<file path="config.mk">
export PLATFORM = sky130hd
export DESIGN_NAME = rsd_backend
export DESIGN_NICKNAME = d
export VERILOG_FILES = /design/src/hdl/rsd_pkg.sv /design/src/hdl/rsd_buf2.sv /design/src/hdl/rsd_backend.sv
export VERILOG_INCLUDE_DIRS = /design/src /design/src/hdl
export SDC_FILE = /design/constraint.sdc
export NUM_CORES = 2
export LEC_CHECK = 0
export ABC_AREA = 1
export BUFFER_PORTS_ARGS = -buffer_cell sky130_fd_sc_hd__buf_4
export CAP_MARGIN = 30
export CORE_AREA = 2 2 431 433
export DETAILED_ROUTE_END_ITERATION = 6
export DIE_AREA = 0 0 433 435
export PLACE_DENSITY = 0.89
export REMOVE_ABC_BUFFERS = 1
export SYNTH_ARGS = -nofsm -noshare
export SYNTH_HDL_FRONTEND = slang
export SYNTH_SLANG_ARGS = --single-unit
</file>
<file path="constraint.sdc">
create_clock -name MCLK -period 21.8 [get_ports MCLK]
set_input_delay 4.36 -clock MCLK [delete_from_list [all_inputs] [get_ports MCLK]]
set_output_delay 4.36 -clock MCLK [all_outputs]
set_load 0.01 [all_outputs]
</file>
<file path="src/hdl/rsd_params.svh">
`ifndef RSD_PARAMS_SVH
`define RSD_PARAMS_SVH

`define RSD_SYMB_W 8
`define RSD_FIELD_N 255
`define RSD_T_MAX 8
`define RSD_CHK_W 5
`define RSD_N_FIX 8'hcc
`define RSD_CHK_FIX 5'h10
`define RSD_FPOLY_3 11
`define RSD_FPOLY_4 19
`define RSD_FPOLY_5 37
`define RSD_FPOLY_6 67
`define RSD_FPOLY_7 137
`define RSD_FPOLY_8 285
`define RSD_FPOLY_9 529
`define RSD_FPOLY_10 1033
`define RSD_FPOLY_11 2053
`define RSD_FPOLY_12 4179
`define RSD_PUNC_W 16
`define RSD_PUNC_0 16'h0000
`define RSD_PUNC_1 16'h000f
`define RSD_PUNC_2 16'h00ff
`define RSD_PUNC_3 16'h0fff
`define RSD_BASIS_ID 64'h8040201008040201
`define RSD_BUF_DEPTH 2
`define RSD_BUF_W 22
`define RSD_BF_ERS 0
`define RSD_BF_ERR 5
`define RSD_BF_FAIL 10
`define RSD_BF_FND 11
`define RSD_BF_END 12
`define RSD_BF_START 13
`define RSD_BF_SYM 14

`endif

</file>
<file path="src/hdl/rsd_pkg.sv">
`include "rsd_params.svh"

package rsd_pkg;

    typedef logic [`RSD_SYMB_W-1:0] rsd_sym_t;

    typedef enum logic [2:0] {
        RSD_IDLE,
        RSD_LOAD,
        RSD_WAIT_POLY,
        RSD_PREP,
        RSD_OUT
    } rsd_state_t;

    typedef struct packed {
        rsd_state_t state;
        logic [7:0] n;
        logic [`RSD_CHK_W-1:0] chk;
        logic [`RSD_PUNC_W-1:0] mask;
        logic [7:0] idx;
        logic [8:0] step;
        logic [`RSD_T_MAX:0][`RSD_SYMB_W-1:0] lam;
        logic [`RSD_T_MAX-1:0][`RSD_SYMB_W-1:0] omg;
        rsd_sym_t xr;
        logic [`RSD_CHK_W-1:0] nerr;
        logic [`RSD_CHK_W-1:0] roots;
        logic [`RSD_CHK_W-1:0] ers;
        logic fix;
        logic fail;
        logic [`RSD_FIELD_N-1:0][`RSD_SYMB_W-1:0] mem;
    } rsd_core_t;

    // Widths outside 3 to 11 fall back to the widest entry, width 12.
    function automatic int rsd_fpoly_default(input int w);
        case (w)
            3: return `RSD_FPOLY_3;
            4: return `RSD_FPOLY_4;
            5: return `RSD_FPOLY_5;
            6: return `RSD_FPOLY_6;
            7: return `RSD_FPOLY_7;
            8: return `RSD_FPOLY_8;
            9: return `RSD_FPOLY_9;
            10: return `RSD_FPOLY_10;
            11: return `RSD_FPOLY_11;
            default: return `RSD_FPOLY_12;
        endcase
    endfunction

    function automatic rsd_sym_t rsd_gf_mul(input rsd_sym_t a, input rsd_sym_t b,
                                            input rsd_sym_t p);
        rsd_sym_t r;
        r = '0;
        for (int i = `RSD_SYMB_W - 1; i >= 0; i--) begin
            r = {r[`RSD_SYMB_W-2:0], 1'b0} ^ ({`RSD_SYMB_W{r[`RSD_SYMB_W-1]}} & p);
            if (b[i]) begin
                r = r ^ a;
            end
        end
        return r;
    endfunction

    function automatic rsd_sym_t rsd_gf_pow(input int e, input rsd_sym_t p);
        rsd_sym_t r;
        r = rsd_sym_t'(1);
        for (int k = 0; k <= `RSD_T_MAX; k++) begin
            if (k < e) begin
                r = rsd_gf_mul(r, rsd_sym_t'(2), p);
            end
        end
        return r;
    endfunction

    // Inverse as a to the power of field size minus two; zero maps to zero.
    function automatic rsd_sym_t rsd_gf_inv(input rsd_sym_t a, input rsd_sym_t p);
        rsd_sym_t r;
        rsd_sym_t b;
        r = rsd_sym_t'(1);
        b = a;
        for (int i = 0; i < `RSD_SYMB_W; i++) begin
            if (i != 0) begin
                r = rsd_gf_mul(r, b, p);
            end
            b = rsd_gf_mul(b, b, p);
        end
        return r;
    endfunction

    function automatic rsd_sym_t rsd_basis_conv(input logic [63:0] m, input rsd_sym_t s);
        rsd_sym_t r;
        r = '0;
        for (int i = 0; i < `RSD_SYMB_W; i++) begin
            r[i] = ^(m[i*`RSD_SYMB_W +: `RSD_SYMB_W] & s);
        end
        return r;
    endfunction

endpackage

</file>
<file path="src/hdl/rsd_buf2.sv">
`timescale 1ns/10ps

module rsd_buf2 #(
    parameter int W = 8,
    parameter int DEPTH = 2
) (
    input wire logic clk,
    input wire logic rst_n,
    input wire logic in_valid,
    output logic in_ready,
    input wire logic [W-1:0] in_data,
    output logic out_valid,
    input wire logic out_ready,
    output logic [W-1:0] out_data
);
    localparam int AW = (DEPTH > 1) ? $clog2(DEPTH) : 1;
    localparam int CW = $clog2(DEPTH + 1);
    localparam logic [AW-1:0] LAST = AW'(DEPTH - 1);
    localparam logic [CW-1:0] FULL = CW'(DEPTH);

    typedef struct packed {
        logic [DEPTH-1:0][W-1:0] mem;
        logic [AW-1:0] wp;
        logic [AW-1:0] rp;
        logic [CW-1:0] cnt;
    } rsd_buf_state_t;

    rsd_buf_state_t st;
    rsd_buf_state_t next_st;
    logic push;
    logic pop;

    assign in_ready = (st.cnt != FULL);
    assign out_valid = (st.cnt != '0);
    assign out_data = st.mem[st.rp];
    assign push = in_valid && in_ready;
    assign pop = out_valid && out_ready;

    always_comb begin
        next_st = st;
        if (push) begin
            next_st.mem[st.wp] = in_data;
            next_st.wp = (st.wp == LAST) ? '0 : AW'(st.wp + 1'b1);
        end
        if (pop) begin
            next_st.rp = (st.rp == LAST) ? '0 : AW'(st.rp + 1'b1);
        end
        if (push && !pop) begin
            next_st.cnt = CW'(st.cnt + 1'b1);
        end else if (pop && !push) begin
            next_st.cnt = CW'(st.cnt - 1'b1);
        end
    end

    always_ff @(posedge clk or negedge rst_n) begin
        if (!rst_n) begin
            st <= '0;
        end else begin
            st <= next_st;
        end
    end
endmodule

</file>
<file path="src/hdl/rsd_backend.sv">
`timescale 1ns/10ps
`include "rsd_params.svh"

// Notes on behaviour
// Root search steps one field element per cycle, never more than field size.
// Root search ends early once all locator roots are found.
// At each root, evaluator over locator derivative gives the error added to symbol.
// A symbol changes only when the locator evaluates to zero at its position.
// Error-free blocks pass straight to the output without correction.
// Blocks with errors above capability get no correction processing.
// Framing, valid and status outputs travel in step with the data stream.
// After a block completes, input ready rises for the next block.
// Space mode converts incoming symbols from dual to polynomial basis first.
// Space mode converts corrected symbols back to dual basis at output.
// Constant block size uses fixed length and information count.
// Variable block size takes length from input; information count is length minus checks.
// Check count is fixed or taken from the check-count input.
// Once sizes are known, blocks are processed as with constant size.
// Run-time check count is only honoured in error-only mode.
// Puncturing mode holds fixed patterns, chosen per block by pattern select.
// Puncture positions count back from block end; last symbol is zero.
// A pattern with zero punctured symbols punctures nothing.
// Field polynomial defaults by symbol width unless overridden.
// Source raises block start with the first information symbol.
// Error found rises with block end when any symbol was in error.
// Check-count input is sampled only while block start is high.
// Active-low reset clears all state asynchronously.
// Failing blocks flag failure at block end and leave data uncorrected.
// Source starts blocks only while input ready is high.
module rsd_backend #(
    parameter bit VAR_BLOCK = 1'b0,
    parameter bit VAR_CHECKS = 1'b0,
    parameter bit ERROR_ONLY = 1'b1,
    parameter bit PUNCTURE = 1'b0,
    parameter bit CCSDS = 1'b0,
    parameter int FPOLY = rsd_pkg::rsd_fpoly_default(`RSD_SYMB_W),
    parameter logic [63:0] TO_POLY = `RSD_BASIS_ID,
    parameter logic [63:0] TO_DUAL = `RSD_BASIS_ID
) (
    input wire logic MCLK,
    input wire logic NRST,
    input wire logic IBSTART,
    input wire logic DIN_VALID,
    input wire logic [`RSD_SYMB_W-1:0] DIN,
    input wire logic [7:0] BLOCKSIZE,
    input wire logic [`RSD_CHK_W-1:0] NUMCHKS,
    input wire logic [1:0] PUNCSEL,
    input wire logic POLY_VALID,
    input wire logic NO_ERR,
    input wire logic [(`RSD_T_MAX+1)*`RSD_SYMB_W-1:0] LAMBDA,
    input wire logic [`RSD_T_MAX*`RSD_SYMB_W-1:0] OMEGA,
    input wire logic [`RSD_CHK_W-1:0] NUM_ERR,
    input wire logic OREADY,
    output logic RFI,
    output logic RFIB,
    output logic [7:0] NUM_INFO,
    output logic [`RSD_SYMB_W-1:0] DOUT,
    output logic OUTVALID,
    output logic OBSTART,
    output logic OBEND,
    output logic ERRFND,
    output logic [`RSD_CHK_W-1:0] ERRCNT,
    output logic [`RSD_CHK_W-1:0] ERSCNT,
    output logic FAIL
);
    localparam int T = `RSD_T_MAX;
    localparam int SW = `RSD_SYMB_W;
    localparam rsd_pkg::rsd_sym_t FP = FPOLY[SW-1:0];
    localparam bit VCHK = VAR_CHECKS && ERROR_ONLY;

    rsd_pkg::rsd_core_t st;
    rsd_pkg::rsd_core_t next_st;

    logic [T:0][SW-1:0] lam_adv;
    logic [T-1:0][SW-1:0] omg_adv;
    logic [T+1:0][SW-1:0] lam_acc;
    logic [T+1:0][SW-1:0] odd_acc;
    logic [T:0][SW-1:0] omg_acc;
    rsd_pkg::rsd_sym_t lam_eval;
    rsd_pkg::rsd_sym_t err_val;
    rsd_pkg::rsd_sym_t in_sym;
    rsd_pkg::rsd_sym_t cur_sym;
    rsd_pkg::rsd_sym_t fixed_sym;
    rsd_pkg::rsd_sym_t out_sym;
    logic [`RSD_PUNC_W-1:0] sel_mask;
    logic [7:0] pos;
    logic punct;
    logic hit;
    logic last;
    logic push;
    logic buf_in_ready;
    logic buf_out_valid;
    logic [`RSD_BUF_W-1:0] push_word;
    logic [`RSD_BUF_W-1:0] pop_word;
    logic start_take;

    // Each term holds coefficient i times x to the i for the current position.
    // Stepping one position multiplies term i by alpha to the i.
    generate
        for (genvar i = 0; i <= T; i++) begin : g_term
            assign lam_adv[i] = rsd_pkg::rsd_gf_mul(st.lam[i], rsd_pkg::rsd_gf_pow(i, FP), FP);
            assign lam_acc[i+1] = lam_acc[i] ^ st.lam[i];
            if (i % 2 == 1) begin : g_odd
                assign odd_acc[i+1] = odd_acc[i] ^ st.lam[i];
            end else begin : g_even
                assign odd_acc[i+1] = odd_acc[i];
            end
            if (i < T) begin : g_omg
                assign omg_adv[i] = rsd_pkg::rsd_gf_mul(st.omg[i],
                                                        rsd_pkg::rsd_gf_pow(i, FP), FP);
                assign omg_acc[i+1] = omg_acc[i] ^ st.omg[i];
            end
        end
    endgenerate

    assign lam_acc[0] = '0;
    assign odd_acc[0] = '0;
    assign omg_acc[0] = '0;
    assign lam_eval = lam_acc[T+1];

    // Error value is x times the evaluator over the odd part of the locator.
    assign err_val = rsd_pkg::rsd_gf_mul(rsd_pkg::rsd_gf_mul(omg_acc[T], st.xr, FP),
                                         rsd_pkg::rsd_gf_inv(odd_acc[T+1], FP), FP);

    assign in_sym = CCSDS ? rsd_pkg::rsd_basis_conv(TO_POLY, DIN) : DIN;
    assign cur_sym = st.mem[st.idx];
    assign hit = st.fix && (lam_eval == '0);
    assign fixed_sym = hit ? (cur_sym ^ err_val) : cur_sym;
    assign out_sym = CCSDS ? rsd_pkg::rsd_basis_conv(TO_DUAL, fixed_sym) : fixed_sym;

    assign sel_mask = (PUNCSEL == 2'h0) ? `RSD_PUNC_0 :
                      (PUNCSEL == 2'h1) ? `RSD_PUNC_1 :
                      (PUNCSEL == 2'h2) ? `RSD_PUNC_2 : `RSD_PUNC_3;

    // Position counted back from the end of the block.
    assign pos = st.n - 8'h01 - st.idx;
    assign punct = (pos < 8'h10) && st.mask[pos[3:0]];
    assign start_take = (st.state == rsd_pkg::RSD_IDLE) && IBSTART && DIN_VALID;
    assign last = (st.idx == st.n - 8'h01);
    assign push = (st.state == rsd_pkg::RSD_OUT) && buf_in_ready;

    assign RFIB = (st.state == rsd_pkg::RSD_IDLE);
    assign RFI = RFIB || ((st.state == rsd_pkg::RSD_LOAD) && !punct);
    assign NUM_INFO = st.n - {3'h0, st.chk};

    // Status fields are only meaningful on the block-end word.
    always_comb begin
        push_word = '0;
        push_word[`RSD_BF_SYM +: SW] = out_sym;
        push_word[`RSD_BF_START] = (st.idx == 8'h00);
        push_word[`RSD_BF_END] = last;
        if (last) begin
            push_word[`RSD_BF_FND] = (next_st.roots != '0) || st.fail;
            push_word[`RSD_BF_FAIL] = st.fail;
            push_word[`RSD_BF_ERR +: `RSD_CHK_W] = next_st.roots;
            push_word[`RSD_BF_ERS +: `RSD_CHK_W] = st.ers;
        end
    end

    always_comb begin
        next_st = st;
        case (st.state)
            rsd_pkg::RSD_IDLE: begin
                if (start_take) begin
                    next_st.n = VAR_BLOCK ? BLOCKSIZE : `RSD_N_FIX;
                    next_st.chk = VCHK ? NUMCHKS : `RSD_CHK_FIX;
                    next_st.mask = PUNCTURE ? sel_mask : '0;
                    next_st.mem[0] = in_sym;
                    next_st.idx = 8'h01;
                    next_st.ers = '0;
                    next_st.state = rsd_pkg::RSD_LOAD;
                end
            end
            rsd_pkg::RSD_LOAD: begin
                if (punct || DIN_VALID) begin
                    next_st.mem[st.idx] = punct ? '0 : in_sym;
                    next_st.idx = st.idx + 8'h01;
                    if (punct) begin
                        next_st.ers = st.ers + 5'h01;
                    end
                    if (last) begin
                        next_st.state = rsd_pkg::RSD_WAIT_POLY;
                    end
                end
            end
            rsd_pkg::RSD_WAIT_POLY: begin
                if (POLY_VALID) begin
                    next_st.lam = LAMBDA;
                    next_st.omg = OMEGA;
                    next_st.nerr = NUM_ERR;
                    next_st.roots = '0;
                    next_st.xr = rsd_pkg::rsd_sym_t'(1);
                    next_st.fail = !NO_ERR && (NUM_ERR > (st.chk >> 1));
                    next_st.fix = !NO_ERR && (NUM_ERR <= (st.chk >> 1))
                                  && (NUM_ERR != '0);
                    next_st.step = 9'h100 - {1'b0, st.n};
                    next_st.idx = 8'h00;
                    next_st.state = next_st.fix ? rsd_pkg::RSD_PREP : rsd_pkg::RSD_OUT;
                end
            end
            rsd_pkg::RSD_PREP: begin
                // Walk from the element one up to the first symbol's position.
                next_st.lam = lam_adv;
                next_st.omg = omg_adv;
                next_st.xr = rsd_pkg::rsd_gf_mul(st.xr, rsd_pkg::rsd_sym_t'(2), FP);
                next_st.step = st.step - 9'h001;
                if (st.step == 9'h001) begin
                    next_st.state = rsd_pkg::RSD_OUT;
                end
            end
            rsd_pkg::RSD_OUT: begin
                if (push) begin
                    next_st.idx = st.idx + 8'h01;
                    if (st.fix) begin
                        next_st.lam = lam_adv;
                        next_st.omg = omg_adv;
                        next_st.xr = rsd_pkg::rsd_gf_mul(st.xr, rsd_pkg::rsd_sym_t'(2), FP);
                    end
                    if (hit) begin
                        next_st.roots = st.roots + 5'h01;
                        if (st.roots + 5'h01 == st.nerr) begin
                            next_st.fix = 1'b0;
                        end
                    end
                    if (last) begin
                        next_st.fix = 1'b0;
                        next_st.state = rsd_pkg::RSD_IDLE;
                    end
                end
            end
            default: begin
                next_st.state = rsd_pkg::RSD_IDLE;
            end
        endcase
    end

    always_ff @(posedge MCLK or negedge NRST) begin
        if (!NRST) begin
            st <= '0;
        end else begin
            st <= next_st;
        end
    end

    // The buffer lets the consumer stall without losing the word in flight.
    rsd_buf2 #(
        .W(`RSD_BUF_W),
        .DEPTH(`RSD_BUF_DEPTH)
    ) u_buf (
        .clk(MCLK),
        .rst_n(NRST),
        .in_valid(st.state == rsd_pkg::RSD_OUT),
        .in_ready(buf_in_ready),
        .in_data(push_word),
        .out_valid(buf_out_valid),
        .out_ready(OREADY),
        .out_data(pop_word)
    );

    assign OUTVALID = buf_out_valid;
    assign DOUT = pop_word[`RSD_BF_SYM +: SW];
    assign OBSTART = buf_out_valid && pop_word[`RSD_BF_START];
    assign OBEND = buf_out_valid && pop_word[`RSD_BF_END];
    assign ERRFND = buf_out_valid && pop_word[`RSD_BF_FND];
    assign FAIL = buf_out_valid && pop_word[`RSD_BF_FAIL];
    assign ERRCNT = pop_word[`RSD_BF_ERR +: `RSD_CHK_W];
    assign ERSCNT = pop_word[`RSD_BF_ERS +: `RSD_CHK_W];
endmodule

</file>
==> impl_metrics.ini <==
[global_routing]
first_global_vias = 103000
grt-ovfl-total = 0
antenna_found_initial = 11
grt_pass1_wl_um = 554000
grt_max_degree = 190
grt_usage = 0.366

[synthesis]
ys_seq_area_frac = 0.479
async_reset_ff_frac = 1.00
synth_common_cells = nand2_1, o21ai_0, dfrtp_1
synth_seq_cells = 2270
synth_xor_area_frac = 0.0374
synth_edf_count = 0
synth_mux_area_frac = 0
syn_avg_cell_area_um2 = 8.18
synth_cell_type_count = 80
synth_area_leader_cell = dfrtp_1
synth-compound-area-share = 0.201
synth_cells = 14500
synth_fa_ha_area_frac = 0.00158
ys.flop_type = dfrtp_1
synth_most_common_cell = nand2_1
synthTopCellsByArea = dfrtp_1, o21ai_0, nand2_1, a22oi_1, clkbuf_1
yosysTopAreaCellShare = 0.479
synthSimpleGateAreaFrac = 0.224
syn_area_um2 = 119000
yosys_warnings = 0
synth_top_family_by_area = simple AND/OR/NAND/NOR gates

[clock_tree]
cts_resized = 0
htreeDepth = 4
post_cts_buffers = 0
cts_inserted_buffers = 214
root_buffer = clkbuf_16
cts_tree = yes
cts_hold_buf = 0
clk_pin_slew_ns = 0.06
clock_path_buffers = 3
cts_sinks = 2270
clkLatencyLatePin_ns = 0.90

[timing]
worst_hold_slack_ns = 0.471
fin_tns_setup_ns = 0
setup_slack_ns = 8.37
relSlewSlack = 0.111
post-route-period-util = 0.616
worst_pin_slew_ns = 1.33
max_freq_ghz = 0.0745
rsz0062_at_grt = false
layout_min_cycle_time_ns = 13.43
finClkSkew_ns = 0.0525
slew_viol_final = 0
hold_viol_final = 0
setup_violations = 0

[finish]
post_route_cells_drive_above_1_share = 0.117
register_area_um2 = 56800
multiInputGateArea_um2 = 55300
n_fill_cell = 13100
area_growth_syn_to_layout_pct = 8.21
nets = 14200
fin_area_um2 = 128000

[critical_path]
cp.required_ns = 22.55
crit_type = flop to flop
crit_path_max_incr_delay_ns = 0.72
crit_path_frequent_cell = nand2_1
cp-start-kind = flop
r2r_cells = 69
end_kind = flop
cp.arrival_ns = 14.17
critPathMaxFanout = 53
cp_slowest_cell = xor2_2

[floorplan]
fp.coreArea_um2 = 184000
die_h_um = 435
die_area_um2 = 188000
die_x_um = 433
row_count = 158
start_util = 0.645
io_pins = 204

[route]
ant_nets = 0
wl_per_cell_um = 20.9
dr_total_vias = 107000
via_per_inst = 6.41
drtIter0Drc = 14600
drc = 15
dr.pass1.iters = 7
wl_um = 350000

[placement]
place_area_um2 = 120000
dp_hpwl_um = 207000
dp_worst_setup_slack_ns = 8.56
numPortBuffers = 185
gp_routability_congestion = 0.945

[worst_hold_path]
hold_depth = 2
hp-class = flop to flop

[status]
violations = DRC
status = finished with violations

[job]
cap_violations = 0
[metal layers]
layer / part of all wire / GRT usage
met1: 0.37 / 0.469
met2: 0.45 / 0.554
met3: 0.12 / 0.0935
met4: 0.067 / 0.232
met5: 0.00041 / 0.00564
[cell usage in the layout (no fill, tap or decap), drive strengths merged, types with 4 or more instances in the layout]
master / n
o21ai: 3230
a22oi: 552
nor2: 846
a22o: 97
clkbuf: 303
o21a: 8
nand3b: 42
a2bb2oi: 42
a21oi: 153
xnor2: 201
diode: 12
or2: 52
nand3: 555
nand4: 67
a221oi: 101
o211ai: 10
bufinv: 30
clkinv: 77
nor4: 9
o31ai: 4
xor2: 272
inv: 606
clkinvlp: 8
nand2: 4267
o22ai: 30
nor3: 17
ha: 15
dfrtp: 2270
o221ai: 11
buf: 342
[worst paths after layout]
check | slack, ns | to | start
min in group asynchronous | 3.42 | st[2099] | NRST
worst max-delay path | 8.37 | u_buf.st[43] | st[2158]
worst min-delay path | 0.47 | st[2046] | st[2046]
worst min register to register | 0.47 | st[2046] | st[2046]
worst max register to register | 8.37 | u_buf.st[43] | st[2158]
max in group asynchronous | 13.93 | st[787] | NRST
[flip-flops by register name (all words and copies together), names as in the netlist]
signal    cells
st         2198
u_buf.st     48
lam_acc       8
odd_acc       8
omg_acc       8
[per-stage QoR]
stage,utilization,std cells
after floorplan,-,13500
after global placement,0.654,16300
after detailed placement,0.655,16300
after CTS,0.696,16700
after global routing,0.697,16700
final,0.697,16700
[cell families after synthesis]
logic type      count (synthesis)
buf+inv                      1629
fa+ha+maj                      15
simple gates                 5858
flops                        2270
xor+xnor                      474
compound gates               4263
other cells                     1
[worst max-delay path: cells and delay by family (launching register included)]
kind | cells | cell delay, ns
xor gates and xnor gates | 11 | 3.61
and+or+nand+nor | 41 | 5.11
AOI/OAI and AO/OA | 3 | 0.47
adders and majority gates | 4 | 1.44
buffers and inverters | 10 | 2.05
DFF | 1 | 0.60
[layout make-up]
cell class,instances,area share
Sequential cell,2270,0.443
Tap cell,2480,0.0242
Multi-Input combinational cell,10600,0.431
Clock buffer,303,0.0490
Clock inverter,101,0.0109
Antenna cell,12,0.000234
Timing Repair Buffer,342,0.0224
Inverter,620,0.0196
Power is not shown: default switching activity piles up to over one toggle a cycle in this logic, so the estimate is an artifact.
